## src/rtl/frame_filter_pkg.sv

```systemverilog
package frame_filter_pkg;

  // ------------------------------------------------------------
  // Register map
  // ------------------------------------------------------------
  localparam logic [7:0] REG_MIRROR_CTRL = 8'h00; // en, masks
  localparam logic [7:0] REG_IN_FILTER = 8'h04;   // filter, div en, div
  localparam logic [7:0] REG_OUT_FILTER = 8'h08;
  localparam logic [7:0] REG_MIRROR_ADDR_LO = 8'h0c;
  localparam logic [7:0] REG_MIRROR_ADDR_HI = 8'h10;
  localparam logic [7:0] REG_AUTH_ADDR_LO = 8'h14;
  localparam logic [7:0] REG_AUTH_ADDR_HI = 8'h18;
  localparam logic [7:0] REG_AUTH_CTRL = 8'h1c;   // mode, block mask
  localparam logic [7:0] REG_SNOOP_CTRL = 8'h20;
  localparam logic [7:0] REG_DOS_DROP = 8'h24;
  localparam logic [7:0] REG_DOS_LIMITS = 8'h28;
  localparam logic [7:0] REG_PING6_LIMIT = 8'h2c;
  localparam logic [7:0] REG_STATUS = 8'h30;

  // ------------------------------------------------------------
  // Fields and reset values
  // ------------------------------------------------------------
  localparam int DIV_W = 10;
  localparam int FILT_LSB = 0;
  localparam int DIVEN_BIT = 2;
  localparam int DIV_LSB = 4;
  localparam int MASK_IN_LSB = 8;
  localparam int MASK_OUT_LSB = 16;
  localparam int ATTACK_N = 13;
  localparam logic [7:0] TCP_HDR_MIN_RST = 8'h14;      // 20 bytes
  localparam logic [13:0] PING4_MAX_RST = 14'h0200;    // 512 bytes
  localparam logic [15:0] PING6_MAX_RST = 16'h0200;
  localparam logic [15:0] IPV4_HDR_LEN = 16'h0014;
  localparam logic [15:0] LOW_PORT_LIMIT = 16'h0400;   // 1024
  localparam logic [12:0] FRAG_OFFSET_ERR = 13'h0001;
  localparam logic [7:0] PROTO_IGMP = 8'h02;
  localparam logic [47:0] AUTH_GROUP_ADDR = 48'h0180c2000003;

  // Attack bit positions
  localparam int A_SAME_IP = 0;
  localparam int A_TCP_PORT = 1;
  localparam int A_UDP_PORT = 2;
  localparam int A_NO_FLAG = 3;
  localparam int A_ALL_FLAG = 4;
  localparam int A_OPEN_CLOSE = 5;
  localparam int A_LOW_PORT = 6;
  localparam int A_SHORT_HDR = 7;
  localparam int A_FRAG_OFF = 8;
  localparam int A_PING4_FRAG = 9;
  localparam int A_PING6_FRAG = 10;
  localparam int A_PING4_BIG = 11;
  localparam int A_PING6_BIG = 12;

  typedef enum logic [1:0] {
    FILT_ALL = 2'h0,
    FILT_DEST = 2'h1,
    FILT_SRC = 2'h2
  } addr_filter_t;

  typedef enum logic [1:0] {
    AUTH_BASIC = 2'h0,
    AUTH_EXTENDED = 2'h2,
    AUTH_SIMPLIFIED = 2'h3
  } auth_mode_t;

  typedef enum logic [1:0] {
    ACT_DISCARD = 2'h0,
    ACT_NORMAL = 2'h1,
    ACT_CPU_ONLY = 2'h2,
    ACT_NORMAL_COPY = 2'h3
  } listener_action_t;

  typedef enum logic [2:0] {
    GM_NONE = 3'h0,
    GM_UNKNOWN = 3'h1,
    GM_QUERY = 3'h2,
    GM_REPORT = 3'h3,
    GM_LQUERY = 3'h4,
    GM_LREPORT = 3'h5
  } group_msg_t;

endpackage

```

## src/rtl/switch_frame_filter_mirror.sv

```systemverilog
// Behaviour
// (RL1) No capture copy unless mirroring enabled; then one capture port.
// (RL2) Ingress and egress mirrored ports chosen by separate masks, any count.
// (RL3) Receive filter: all, destination match or source match on address.
// (RL4) Same three filter choices for transmit side, set independently.
// (RL5) With receive divider on, mirror one of every divider plus one frames.
// (RL6) Receive count shared by all ports; egress has its own divider.
// (RL7) Protocol 2 and group-management frames go to the CPU port.
// (RL8) Trap enables send unknown, query, report/leave only to CPU.
// (RL9) Listener query and report each take one of four actions.
// (RL10) Authentication frames identified only by destination address.
// (RL11) Detected authentication frames forwarded to CPU; per-port settings.
// (RL12) Block bit drops all but authentication frames on port, in any mode; clear accepts.
// (RL13) Extended mode: unknown source dropped, unlearned; auth passes.
// (RL14) Source unknown if no table hit or hit on another port.
// (RL15) Simplified mode: unknown source redirected to CPU, else extended.
// (RL16) Flag same IP, and same TCP or UDP ports in first fragments.
// (RL17) Flag no-flag, all-flag, SYN+FIN and low-port SYN TCP headers.
// (RL18) Flag TCP header below programmable minimum, default 20 bytes.
// (RL19) Flag TCP fragment offset one and fragmented ICMP units.
// (RL20) Flag oversized unfragmented echo requests against set maxima.
// (RL21) Per-type drop control, default off; drop overrides but mirror stays.
// (RL22) One global setting decides learning on attack frames.
// (RL23) Dividers restart after a mirrored frame or on reprogramming.
//
// The register offsets and strobed register access are this design's own decisions.
module switch_frame_filter_mirror #(
  parameter int PORTS = 6
) (
  input wire logic clock,
  input wire logic sys_rst,
  input wire logic [7:0] regAddr,
  input wire logic [31:0] regWrData,
  input wire logic regWr,
  input wire logic regRd,
  output logic [31:0] regRdData,
  input wire logic frameValid,
  input wire logic frameEgress,
  input wire logic [2:0] framePort,
  input wire logic [47:0] frameDest,
  input wire logic [47:0] frameSrc,
  input wire logic ipValid,
  input wire logic ipv6,
  input wire logic [7:0] ipProto,
  input wire logic ipSameAddr,
  input wire logic ipFragmented,
  input wire logic [12:0] fragOffset,
  input wire logic [15:0] ipLength,
  input wire logic [15:0] srcPort,
  input wire logic [15:0] dstPort,
  input wire logic [31:0] tcpSeq,
  input wire logic [5:0] tcpFlags,
  input wire logic [7:0] tcpHdrLen,
  input wire logic echoRequest,
  input wire logic [2:0] groupMsg,
  input wire logic srcHit,
  input wire logic [2:0] srcHitPort,
  input wire logic [PORTS-1:0] fwdMask,
  input wire logic [2:0] cpuPort,
  output logic decisionValid,
  output logic [PORTS-1:0] decisionMask,
  output logic mirrorCopy,
  output logic learnEnable,
  output logic [frame_filter_pkg::ATTACK_N-1:0] attackFlags
);

  // ------------------------------------------------------------
  // Control registers
  // ------------------------------------------------------------
  logic mirrorOn;
  logic [PORTS-1:0] inMask, outMask;
  logic [1:0] inFilt, outFilt;
  logic inDivOn, outDivOn;
  logic [frame_filter_pkg::DIV_W-1:0] inDiv, outDiv;
  logic [47:0] mirrorAddr, authAddr;
  logic [1:0] authMode;
  logic [PORTS-1:0] authBlock, authPortOn;
  logic unknownTrap, queryTrap, reportTrap, learnOnAttack;
  logic [1:0] lqAct, lrAct;
  logic [frame_filter_pkg::ATTACK_N-1:0] dropCtl;
  logic [7:0] tcpHdrMin;
  logic [13:0] ping4Max;
  logic [15:0] ping6Max;
  logic inRestart, outRestart;

  // Register writes; reprogramming a divider restarts its count
  always_ff @(posedge clock or posedge sys_rst)
  begin
    if (sys_rst)
    begin
      mirrorOn <= 1'b0;
      inMask <= '0;
      outMask <= '0;
      inFilt <= frame_filter_pkg::FILT_ALL;
      outFilt <= frame_filter_pkg::FILT_ALL;
      inDivOn <= 1'b0;
      outDivOn <= 1'b0;
      inDiv <= '0;
      outDiv <= '0;
      mirrorAddr <= '0;
      authAddr <= '0;
      authMode <= frame_filter_pkg::AUTH_BASIC;
      authBlock <= '0;
      authPortOn <= '0;
      unknownTrap <= 1'b0;
      queryTrap <= 1'b0;
      reportTrap <= 1'b0;
      learnOnAttack <= 1'b0;
      lqAct <= frame_filter_pkg::ACT_NORMAL;
      lrAct <= frame_filter_pkg::ACT_NORMAL;
      dropCtl <= '0; // see RL21
      tcpHdrMin <= frame_filter_pkg::TCP_HDR_MIN_RST; // see RL18
      ping4Max <= frame_filter_pkg::PING4_MAX_RST;
      ping6Max <= frame_filter_pkg::PING6_MAX_RST;
      inRestart <= 1'b0;
      outRestart <= 1'b0;
    end
    else
    begin
      inRestart <= regWr && regAddr == frame_filter_pkg::REG_IN_FILTER;
      outRestart <= regWr && regAddr == frame_filter_pkg::REG_OUT_FILTER;
      if (regWr)
      begin
        unique case (regAddr)
          frame_filter_pkg::REG_MIRROR_CTRL:
          begin
            mirrorOn <= regWrData[0];
            inMask <= regWrData[frame_filter_pkg::MASK_IN_LSB +: PORTS];
            outMask <= regWrData[frame_filter_pkg::MASK_OUT_LSB +: PORTS];
          end
          frame_filter_pkg::REG_IN_FILTER:
          begin
            inFilt <= regWrData[frame_filter_pkg::FILT_LSB +: 2];
            inDivOn <= regWrData[frame_filter_pkg::DIVEN_BIT];
            inDiv <= regWrData[frame_filter_pkg::DIV_LSB +:
                               frame_filter_pkg::DIV_W];
          end
          frame_filter_pkg::REG_OUT_FILTER:
          begin
            outFilt <= regWrData[frame_filter_pkg::FILT_LSB +: 2];
            outDivOn <= regWrData[frame_filter_pkg::DIVEN_BIT];
            outDiv <= regWrData[frame_filter_pkg::DIV_LSB +:
                                frame_filter_pkg::DIV_W];
          end
          frame_filter_pkg::REG_MIRROR_ADDR_LO: mirrorAddr[31:0] <= regWrData;
          frame_filter_pkg::REG_MIRROR_ADDR_HI:
            mirrorAddr[47:32] <= regWrData[15:0];
          frame_filter_pkg::REG_AUTH_ADDR_LO: authAddr[31:0] <= regWrData;
          frame_filter_pkg::REG_AUTH_ADDR_HI:
            authAddr[47:32] <= regWrData[15:0];
          frame_filter_pkg::REG_AUTH_CTRL:
          begin
            authMode <= regWrData[1:0];
            authBlock <= regWrData[frame_filter_pkg::MASK_IN_LSB +: PORTS];
            authPortOn <= regWrData[frame_filter_pkg::MASK_OUT_LSB +: PORTS];
          end
          frame_filter_pkg::REG_SNOOP_CTRL:
          begin
            unknownTrap <= regWrData[0];
            queryTrap <= regWrData[1];
            reportTrap <= regWrData[2];
            learnOnAttack <= regWrData[3]; // see RL22
            lqAct <= regWrData[5:4];
            lrAct <= regWrData[7:6];
          end
          frame_filter_pkg::REG_DOS_DROP:
            dropCtl <= regWrData[frame_filter_pkg::ATTACK_N-1:0];
          frame_filter_pkg::REG_DOS_LIMITS:
          begin
            tcpHdrMin <= regWrData[7:0];
            ping4Max <= regWrData[29:16];
          end
          frame_filter_pkg::REG_PING6_LIMIT: ping6Max <= regWrData[15:0];
          default: ;
        endcase
      end
    end
  end

  // ------------------------------------------------------------
  // Attack detection
  // ------------------------------------------------------------
  logic firstFrag, isTcp, isUdp, isIcmp;
  logic [frame_filter_pkg::ATTACK_N-1:0] attack;
  logic [15:0] ping4Limit;

  // Header checks on the frame presented this cycle
  always_comb
  begin
    firstFrag = ipValid && fragOffset == '0;
    isTcp = ipValid && ipProto == 8'h06;
    isUdp = ipValid && ipProto == 8'h11;
    isIcmp = ipValid && (ipv6 ? ipProto == 8'h3a : ipProto == 8'h01);
    ping4Limit = {2'h0, ping4Max} + frame_filter_pkg::IPV4_HDR_LEN;
    attack = '0;
    attack[frame_filter_pkg::A_SAME_IP] = ipValid && ipSameAddr; // see RL16
    attack[frame_filter_pkg::A_TCP_PORT] = isTcp && firstFrag &&
                                           srcPort == dstPort;
    attack[frame_filter_pkg::A_UDP_PORT] = isUdp && firstFrag &&
                                           srcPort == dstPort;
    // Flags: {URG, ACK, PSH, RST, SYN, FIN}
    attack[frame_filter_pkg::A_NO_FLAG] = isTcp && firstFrag &&
      tcpSeq == '0 && tcpFlags == '0; // see RL17
    attack[frame_filter_pkg::A_ALL_FLAG] = isTcp && firstFrag &&
      tcpSeq == '0 && tcpFlags[0] && tcpFlags[5] && tcpFlags[3];
    attack[frame_filter_pkg::A_OPEN_CLOSE] = isTcp && firstFrag &&
      tcpFlags[1] && tcpFlags[0];
    attack[frame_filter_pkg::A_LOW_PORT] = isTcp && firstFrag &&
      tcpFlags[1] && !tcpFlags[4] &&
      srcPort < frame_filter_pkg::LOW_PORT_LIMIT;
    attack[frame_filter_pkg::A_SHORT_HDR] = isTcp && firstFrag &&
      tcpHdrLen < tcpHdrMin; // see RL18
    attack[frame_filter_pkg::A_FRAG_OFF] = isTcp && ipFragmented &&
      fragOffset == frame_filter_pkg::FRAG_OFFSET_ERR; // see RL19
    attack[frame_filter_pkg::A_PING4_FRAG] = isIcmp && !ipv6 && ipFragmented;
    attack[frame_filter_pkg::A_PING6_FRAG] = isIcmp && ipv6 && ipFragmented;
    attack[frame_filter_pkg::A_PING4_BIG] = isIcmp && !ipv6 && echoRequest &&
      !ipFragmented && ipLength > ping4Limit; // see RL20
    attack[frame_filter_pkg::A_PING6_BIG] = isIcmp && ipv6 && echoRequest &&
      !ipFragmented && ipLength > ping6Max;
  end

  // ------------------------------------------------------------
  // Mirroring
  // ------------------------------------------------------------
  logic inPortSel, outPortSel, inAddrOk, outAddrOk, inPass, outPass;
  logic [frame_filter_pkg::DIV_W-1:0] inCount, outCount;
  logic inSample, outSample;

  // Port mask and address filters
  always_comb
  begin
    inPortSel = frameValid && !frameEgress && inMask[framePort]; // see RL2
    outPortSel = frameValid && frameEgress && outMask[framePort];
    unique case (inFilt) // see RL3
      frame_filter_pkg::FILT_DEST: inAddrOk = frameDest == mirrorAddr;
      frame_filter_pkg::FILT_SRC: inAddrOk = frameSrc == mirrorAddr;
      default: inAddrOk = 1'b1;
    endcase
    unique case (outFilt) // see RL4
      frame_filter_pkg::FILT_DEST: outAddrOk = frameDest == mirrorAddr;
      frame_filter_pkg::FILT_SRC: outAddrOk = frameSrc == mirrorAddr;
      default: outAddrOk = 1'b1;
    endcase
    inPass = mirrorOn && inPortSel && inAddrOk;
    outPass = mirrorOn && outPortSel && outAddrOk;
    inSample = !inDivOn || inCount == inDiv; // see RL5
    outSample = !outDivOn || outCount == outDiv;
  end

  // Shared receive count over all mirrored ingress ports
  always_ff @(posedge clock or posedge sys_rst)
  begin
    if (sys_rst)
      inCount <= '0;
    else if (inRestart)
      inCount <= '0; // see RL23
    else if (inPass)
      inCount <= inSample ? '0 : inCount + 1'b1; // see RL6
  end

  // Egress count, independent of the receive side
  always_ff @(posedge clock or posedge sys_rst)
  begin
    if (sys_rst)
      outCount <= '0;
    else if (outRestart)
      outCount <= '0; // see RL23
    else if (outPass)
      outCount <= outSample ? '0 : outCount + 1'b1; // see RL6
  end

  // ------------------------------------------------------------
  // Forwarding decision
  // ------------------------------------------------------------
  logic [PORTS-1:0] next_mask, cpuMask;
  logic authFrame, srcUnknown, dropAll, toCpu, copyCpu, noLearn;
  logic [1:0] act;

  // Snooping, authentication and attack drop folded into one mask
  always_comb
  begin
    cpuMask = '0;
    cpuMask[cpuPort] = 1'b1;
    next_mask = fwdMask;
    toCpu = 1'b0;
    copyCpu = 1'b0;
    dropAll = 1'b0;
    noLearn = 1'b0;
    act = frame_filter_pkg::ACT_NORMAL;
    authFrame = frameDest == frame_filter_pkg::AUTH_GROUP_ADDR ||
                frameDest == authAddr; // see RL10
    srcUnknown = !srcHit || srcHitPort != framePort; // see RL14
    if (ipValid && !ipv6 && ipProto == frame_filter_pkg::PROTO_IGMP)
    begin
      copyCpu = 1'b1; // see RL7
      if ((groupMsg == frame_filter_pkg::GM_UNKNOWN && unknownTrap) ||
          (groupMsg == frame_filter_pkg::GM_QUERY && queryTrap) ||
          (groupMsg == frame_filter_pkg::GM_REPORT && reportTrap))
        toCpu = 1'b1; // see RL8
    end
    if (groupMsg == frame_filter_pkg::GM_LQUERY)
      act = lqAct; // see RL9
    else if (groupMsg == frame_filter_pkg::GM_LREPORT)
      act = lrAct;
    unique case (act)
      frame_filter_pkg::ACT_DISCARD: dropAll = 1'b1;
      frame_filter_pkg::ACT_CPU_ONLY: toCpu = 1'b1;
      frame_filter_pkg::ACT_NORMAL_COPY: copyCpu = 1'b1;
      default: ;
    endcase
    if (authPortOn[framePort])
    begin
      if (authFrame)
        toCpu = 1'b1; // see RL11
      else if (authBlock[framePort])
        dropAll = 1'b1; // see RL12
      else if (srcUnknown &&
               authMode == frame_filter_pkg::AUTH_EXTENDED)
      begin
        dropAll = 1'b1; // see RL13
        noLearn = 1'b1;
      end
      else if (srcUnknown &&
               authMode == frame_filter_pkg::AUTH_SIMPLIFIED)
      begin
        toCpu = 1'b1; // see RL15
        noLearn = 1'b1;
      end
    end
    if (|(attack & dropCtl))
      dropAll = 1'b1; // see RL21
    if (attack != '0 && !learnOnAttack)
      noLearn = 1'b1; // see RL22
    if (dropAll)
      next_mask = '0;
    else if (toCpu)
      next_mask = cpuMask;
    else if (copyCpu)
      next_mask = fwdMask | cpuMask;
  end

  // Registered results; mirror copy survives an attack drop
  always_ff @(posedge clock or posedge sys_rst)
  begin
    if (sys_rst)
    begin
      decisionValid <= 1'b0;
      decisionMask <= '0;
      mirrorCopy <= 1'b0;
      learnEnable <= 1'b0;
      attackFlags <= '0;
    end
    else
    begin
      decisionValid <= frameValid;
      decisionMask <= frameValid && !frameEgress ? next_mask : '0;
      mirrorCopy <= (inPass && inSample) || (outPass && outSample); // see RL1
      learnEnable <= frameValid && !frameEgress && !noLearn;
      attackFlags <= frameValid ? attack : '0;
    end
  end

  // Register read port, data one cycle after the strobe
  always_ff @(posedge clock or posedge sys_rst)
  begin
    if (sys_rst)
      regRdData <= '0;
    else if (regRd)
    begin
      unique case (regAddr)
        frame_filter_pkg::REG_MIRROR_CTRL:
          regRdData <= 32'({outMask, 2'h0, inMask, 7'h0, mirrorOn});
        frame_filter_pkg::REG_IN_FILTER:
          regRdData <= 32'({inDiv, 1'b0, inDivOn, inFilt});
        frame_filter_pkg::REG_OUT_FILTER:
          regRdData <= 32'({outDiv, 1'b0, outDivOn, outFilt});
        frame_filter_pkg::REG_MIRROR_ADDR_LO: regRdData <= mirrorAddr[31:0];
        frame_filter_pkg::REG_MIRROR_ADDR_HI:
          regRdData <= 32'(mirrorAddr[47:32]);
        frame_filter_pkg::REG_AUTH_ADDR_LO: regRdData <= authAddr[31:0];
        frame_filter_pkg::REG_AUTH_ADDR_HI: regRdData <= 32'(authAddr[47:32]);
        frame_filter_pkg::REG_AUTH_CTRL:
          regRdData <= 32'({authPortOn, 2'h0, authBlock, 6'h0, authMode});
        frame_filter_pkg::REG_SNOOP_CTRL:
          regRdData <= 32'({lrAct, lqAct, learnOnAttack, reportTrap,
                            queryTrap, unknownTrap});
        frame_filter_pkg::REG_DOS_DROP: regRdData <= 32'(dropCtl);
        frame_filter_pkg::REG_DOS_LIMITS:
          regRdData <= {2'h0, ping4Max, 8'h0, tcpHdrMin};
        frame_filter_pkg::REG_PING6_LIMIT: regRdData <= 32'(ping6Max);
        frame_filter_pkg::REG_STATUS:
          regRdData <= 32'({outCount, 6'h0, inCount});
        default: regRdData <= '0;
      endcase
    end
    else
      regRdData <= '0;
  end

  // ------------------------------------------------------------
  // Checks
  // ------------------------------------------------------------
  property p_mirror_off;
    @(posedge clock) disable iff (sys_rst) !mirrorOn |=> !mirrorCopy;
  endproperty
  a_mirror_off: assert property (p_mirror_off) // see RL1
    else $error("mirror copy while mirroring off");

  property p_attack_drop;
    @(posedge clock) disable iff (sys_rst)
      frameValid && !frameEgress && |(attack & dropCtl) |=> decisionMask == '0;
  endproperty
  a_attack_drop: assert property (p_attack_drop) // see RL21
    else $error("dropped attack frame forwarded");

  property p_block;
    @(posedge clock) disable iff (sys_rst)
      frameValid && !frameEgress && authPortOn[framePort] &&
      authBlock[framePort] && !authFrame |=> decisionMask == '0;
  endproperty
  a_block: assert property (p_block) // see RL12
    else $error("blocked port forwarded");

  property p_auth_cpu;
    @(posedge clock) disable iff (sys_rst)
      frameValid && !frameEgress && authPortOn[framePort] && authFrame &&
      !dropAll |=> decisionMask == $past(cpuMask);
  endproperty
  a_auth_cpu: assert property (p_auth_cpu) // see RL11
    else $error("authentication frame not sent to cpu only");

  property p_in_div;
    @(posedge clock) disable iff (sys_rst)
      inPass && inDivOn && inCount != inDiv && !inRestart |=> !mirrorCopy ||
      $past(outPass);
  endproperty
  a_in_div: assert property (p_in_div) // see RL5
    else $error("receive divider did not hold back frame");

  property p_restart;
    @(posedge clock) disable iff (sys_rst) inRestart |=> inCount == '0;
  endproperty
  a_restart: assert property (p_restart) // see RL23
    else $error("receive divider not restarted");

  property p_learn;
    @(posedge clock) disable iff (sys_rst)
      frameValid && attack != '0 && !learnOnAttack |=> !learnEnable;
  endproperty
  a_learn: assert property (p_learn) // see RL22
    else $error("learning on attack frame");

  property p_short;
    @(posedge clock) disable iff (sys_rst)
      frameValid && isTcp && firstFrag && tcpHdrLen < tcpHdrMin
      |=> attackFlags[frame_filter_pkg::A_SHORT_HDR];
  endproperty
  a_short: assert property (p_short) // see RL18
    else $error("short header not flagged");

endmodule // switch_frame_filter_mirror

```

## config.mk

```make
export PLATFORM = sky130hd
export DESIGN_NAME = switch_frame_filter_mirror
export DESIGN_NICKNAME = d
export VERILOG_FILES = /design/src/rtl/frame_filter_pkg.sv /design/src/rtl/switch_frame_filter_mirror.sv
export SDC_FILE = /design/constraint.sdc
export NUM_CORES = 1
export LEC_CHECK = 0
export BUFFER_PORTS_ARGS = -buffer_cell sky130_fd_sc_hd__clkbuf_2
export CORE_MARGIN = 10
export CORE_UTILIZATION = 55
export DETAILED_ROUTE_END_ITERATION = 8
export GPL_TIMING_DRIVEN = 0
export PLACE_DENSITY = 0.81
export SLEW_MARGIN = 20
export SYNTH_ARGS = -nofsm -noshare
export SYNTH_HDL_FRONTEND = slang
export SYNTH_SLANG_ARGS = --single-unit
export TNS_END_PERCENT = 5
```

## constraint.sdc

```tcl
create_clock -name clock -period 13.3 [get_ports clock]
set_input_delay 1.995 -clock clock [delete_from_list [all_inputs] [get_ports clock]]
set_output_delay 1.995 -clock clock [all_outputs]
set_load 0.05 [all_outputs]
```

==> flow_metrics.tcl <==
set metrics [dict create \
    leakage_nw 8.84 \
    setup_tns_ns 0 \
    drc 0 \
    clkTransAtPathRegs_ns 0.06 \
    core_mm2 0.0287 \
    final_area_mm2 0.0192 \
    cp-end-kind "flop" \
    area.growth.synth_to_final_pct 20.3 \
    clk_latency_ns 0.57 \
    synthArstFlopShare 1.00 \
    clockBufferDepth 3 \
    crit_path_start_kind "input port" \
    rows 62 \
    min_path_type "reg -> reg" \
    period_minus_slack_ns 4.47 \
    holdBufCountCts 0 \
    routed_via_density 6.60 \
    synth_area_mm2 0.0160 \
    power.density_mw_per_mm2 109 \
    synth_top_area_share 0.435 \
    synth_top_flop_cell "dfrtp_1" \
    crit_required_ns 13.75 \
    status "completed" \
    drt-total-wl_um 64500 \
    synthTopCellsByArea "dfrtp_1 (44%), mux2_2 (15%), xnor2_1 (9.6%)" \
    grt_pass1_vias 14500 \
    setup_viol 0 \
    final_net_count 2095 \
    die_area_mm2 0.0363 \
    post_drt_wl_per_cell_um 29.6 \
    cts.sinks 284 \
    port_buffers 323 \
    gp_congestion 1.04 \
    synth.distinct_cells 71 \
    period_share 0.336 \
    netlist_instances 1411 \
    max-slew-margin-rel 0.298 \
    grtUsageTotal 0.341 \
    critPathArrivalTime_ns 4.92 \
    setup_slack_ns 8.83 \
    yosysSeqAreaShare 0.445 \
    cts_root_buf "clkbuf_16" \
    cts_tree "done" \
    drv_slew 0 \
    dpl_worst_slack_ns 8.39 \
    antenna_found_initial 3 \
    path_class "in -> reg" \
    layout_commonest_cell "clkbuf_2" \
    path_max_fanout 10 \
    grt-ovfl-total 0 \
    grt_max_degree 106 \
    vias 14400 \
    cap_violations 0 \
    ant_nets 0 \
    ctsResizeCount 0 \
    io_pins 335 \
    final_util 0.669 \
    htreeDepth 1 \
    dp_hpwl_um 51500 \
    vdd.ir_drop.worst_mv 0.101 \
    post-cts-setup-buffers 0 \
    yosys_warnings 0 \
    dieHeight_um 190 \
    fmax_mhz 223 \
    initial_core_util 0.557 \
    layout-drive-gt1-share 0.346 \
    final-hold-violation-count 0 \
    synth_fp_nets 1737 \
    drt_iter0_drc 1883 \
    skew_ns 0.0146 \
    synth_area_per_cell_um2 11.3 \
    synth-edff-count 0 \
    drtPass1Iterations 9 \
    cts_buffers 30 \
    die_x_um 190 \
    rsz0062_at_grt "no" \
    grt_pass1_wl_um 92900 \
    postPlaceCellArea_mm2 0.0182 \
    ys_ff_latch 284 \
    synth_top_cell_by_area "dfrtp_1" \
    final_cell_mix "clkbuf_2 (323), dfrtp_1 (278), mux2_2 (210)" \
    tightest_slew_ns 1.05 \
]
[final cells by class]
class	instances	area, µm²
Antenna cell	1	2.50
Buffer	59	240
Clock buffer	37	828
Clock inverter	18	219
Fill cell	2222	9490
Inverter	45	176
Multi-Input combinational cell	1023	8460
Sequential cell	284	7110
Tap cell	384	480
Timing Repair Buffer	326	1700
[stage by stage]
stage               power (mW)  std cells  hold slack, ns
floorplan                 1.08       1411           0.493
global placement          1.20       2118           0.516
detailed placement        1.21       2121           0.519
CTS                       2.09       2176           0.534
global route              2.16       2177           0.551
finish                    2.10       2177           0.534
[logic make-up after synthesis]
logic type               Yosys count  synth area share
AO/OA/AOI/OAI                    257             0.122
XOR/XNOR                         193             0.106
adder cells (fa/ha/maj)           45            0.0352
buffers and inverters            104            0.0256
flip-flops                       284             0.445
multiplexers                     218             0.157
AND/OR/NAND/NOR                  310             0.109
[worst max-delay path, stage by stage]
cell and delay [ns]:
clkbuf_2 0.11, xnor2_1 0.23, nand4_1 0.18, nor4_1 0.77, nand4_1 0.20, a211oi_2 0.85
buf_4 0.33, mux2i_1 0.20, nor2_1 0.05
[worst paths after layout]
kind | cells after the start | endpoint | from | slack, ns
setup / recovery | 9 | outCount[1]$_DFFE_PP0P_ | frameSrc[5] | 8.83
hold / removal | 1 | authPortOn[2]$_DFFE_PP0P_ | authPortOn[2]$_DFFE_PP0P_ | 0.53
setup reg to reg | 13 | learnEnable$_DFF_PP0_ | ping4Max[2]$_DFFE_PP0P_ | 9.13
hold reg to reg | 1 | authPortOn[2]$_DFFE_PP0P_ | authPortOn[2]$_DFFE_PP0P_ | 0.53
max in group asynchronous | 5 | ping6Max[9]$_DFFE_PP1P_ | sys_rst | 10.34
min in group asynchronous | 2 | inCount[1]$_DFFE_PP0P_ | sys_rst | 1.41
[layer usage]
metal / wire [µm] / track usage
met5: 28 / 0
met4: 3160 / 0.136
met3: 7590 / 0.0876
met2: 29400 / 0.546
met1: 24300 / 0.435
[synth_stat cells, drive strengths merged, types with 5 or more instances]
cell,number
or3,5
nor4b,8
a221oi,26
ha,45
a22o,27
nor2,51
buf,24
nand2b,12
clkbuf,35
inv,45
nand4,67
mux2,210
nor4,34
a2111o,5
a21o,7
nand2,44
a211oi,7
a22oi,50
nor2b,9
o21ai,20
and2,5
dfrtp,278
a41o,5
xor2,17
nand3,21
a21oi,40
and3,25
xnor2,176
dfstp,6
nand4b,5
a31oi,21
a222oi,10
[where the power goes]
part	switching [mW]	total, mW	leakage, nW	internal (mW)
clock	0.371	0.894	0.511	0.523
sequential	0.0570	0.955	3.85	0.898
combinational	0.135	0.251	4.47	0.115
total	0.563	2.10	8.84	1.54
[registers in the layout (all words and copies together), names as in the netlist, 13 cells and up]
| signal | flops |
|---|---|
| mirrorAddr | 48 |
| authAddr | 48 |
| ping6Max | 16 |
| attackFlags | 13 |
| regRdData | 32 |
| ping4Max | 14 |
| dropCtl | 13 |
No activity file was read; power rests on OpenSTA's default activity.
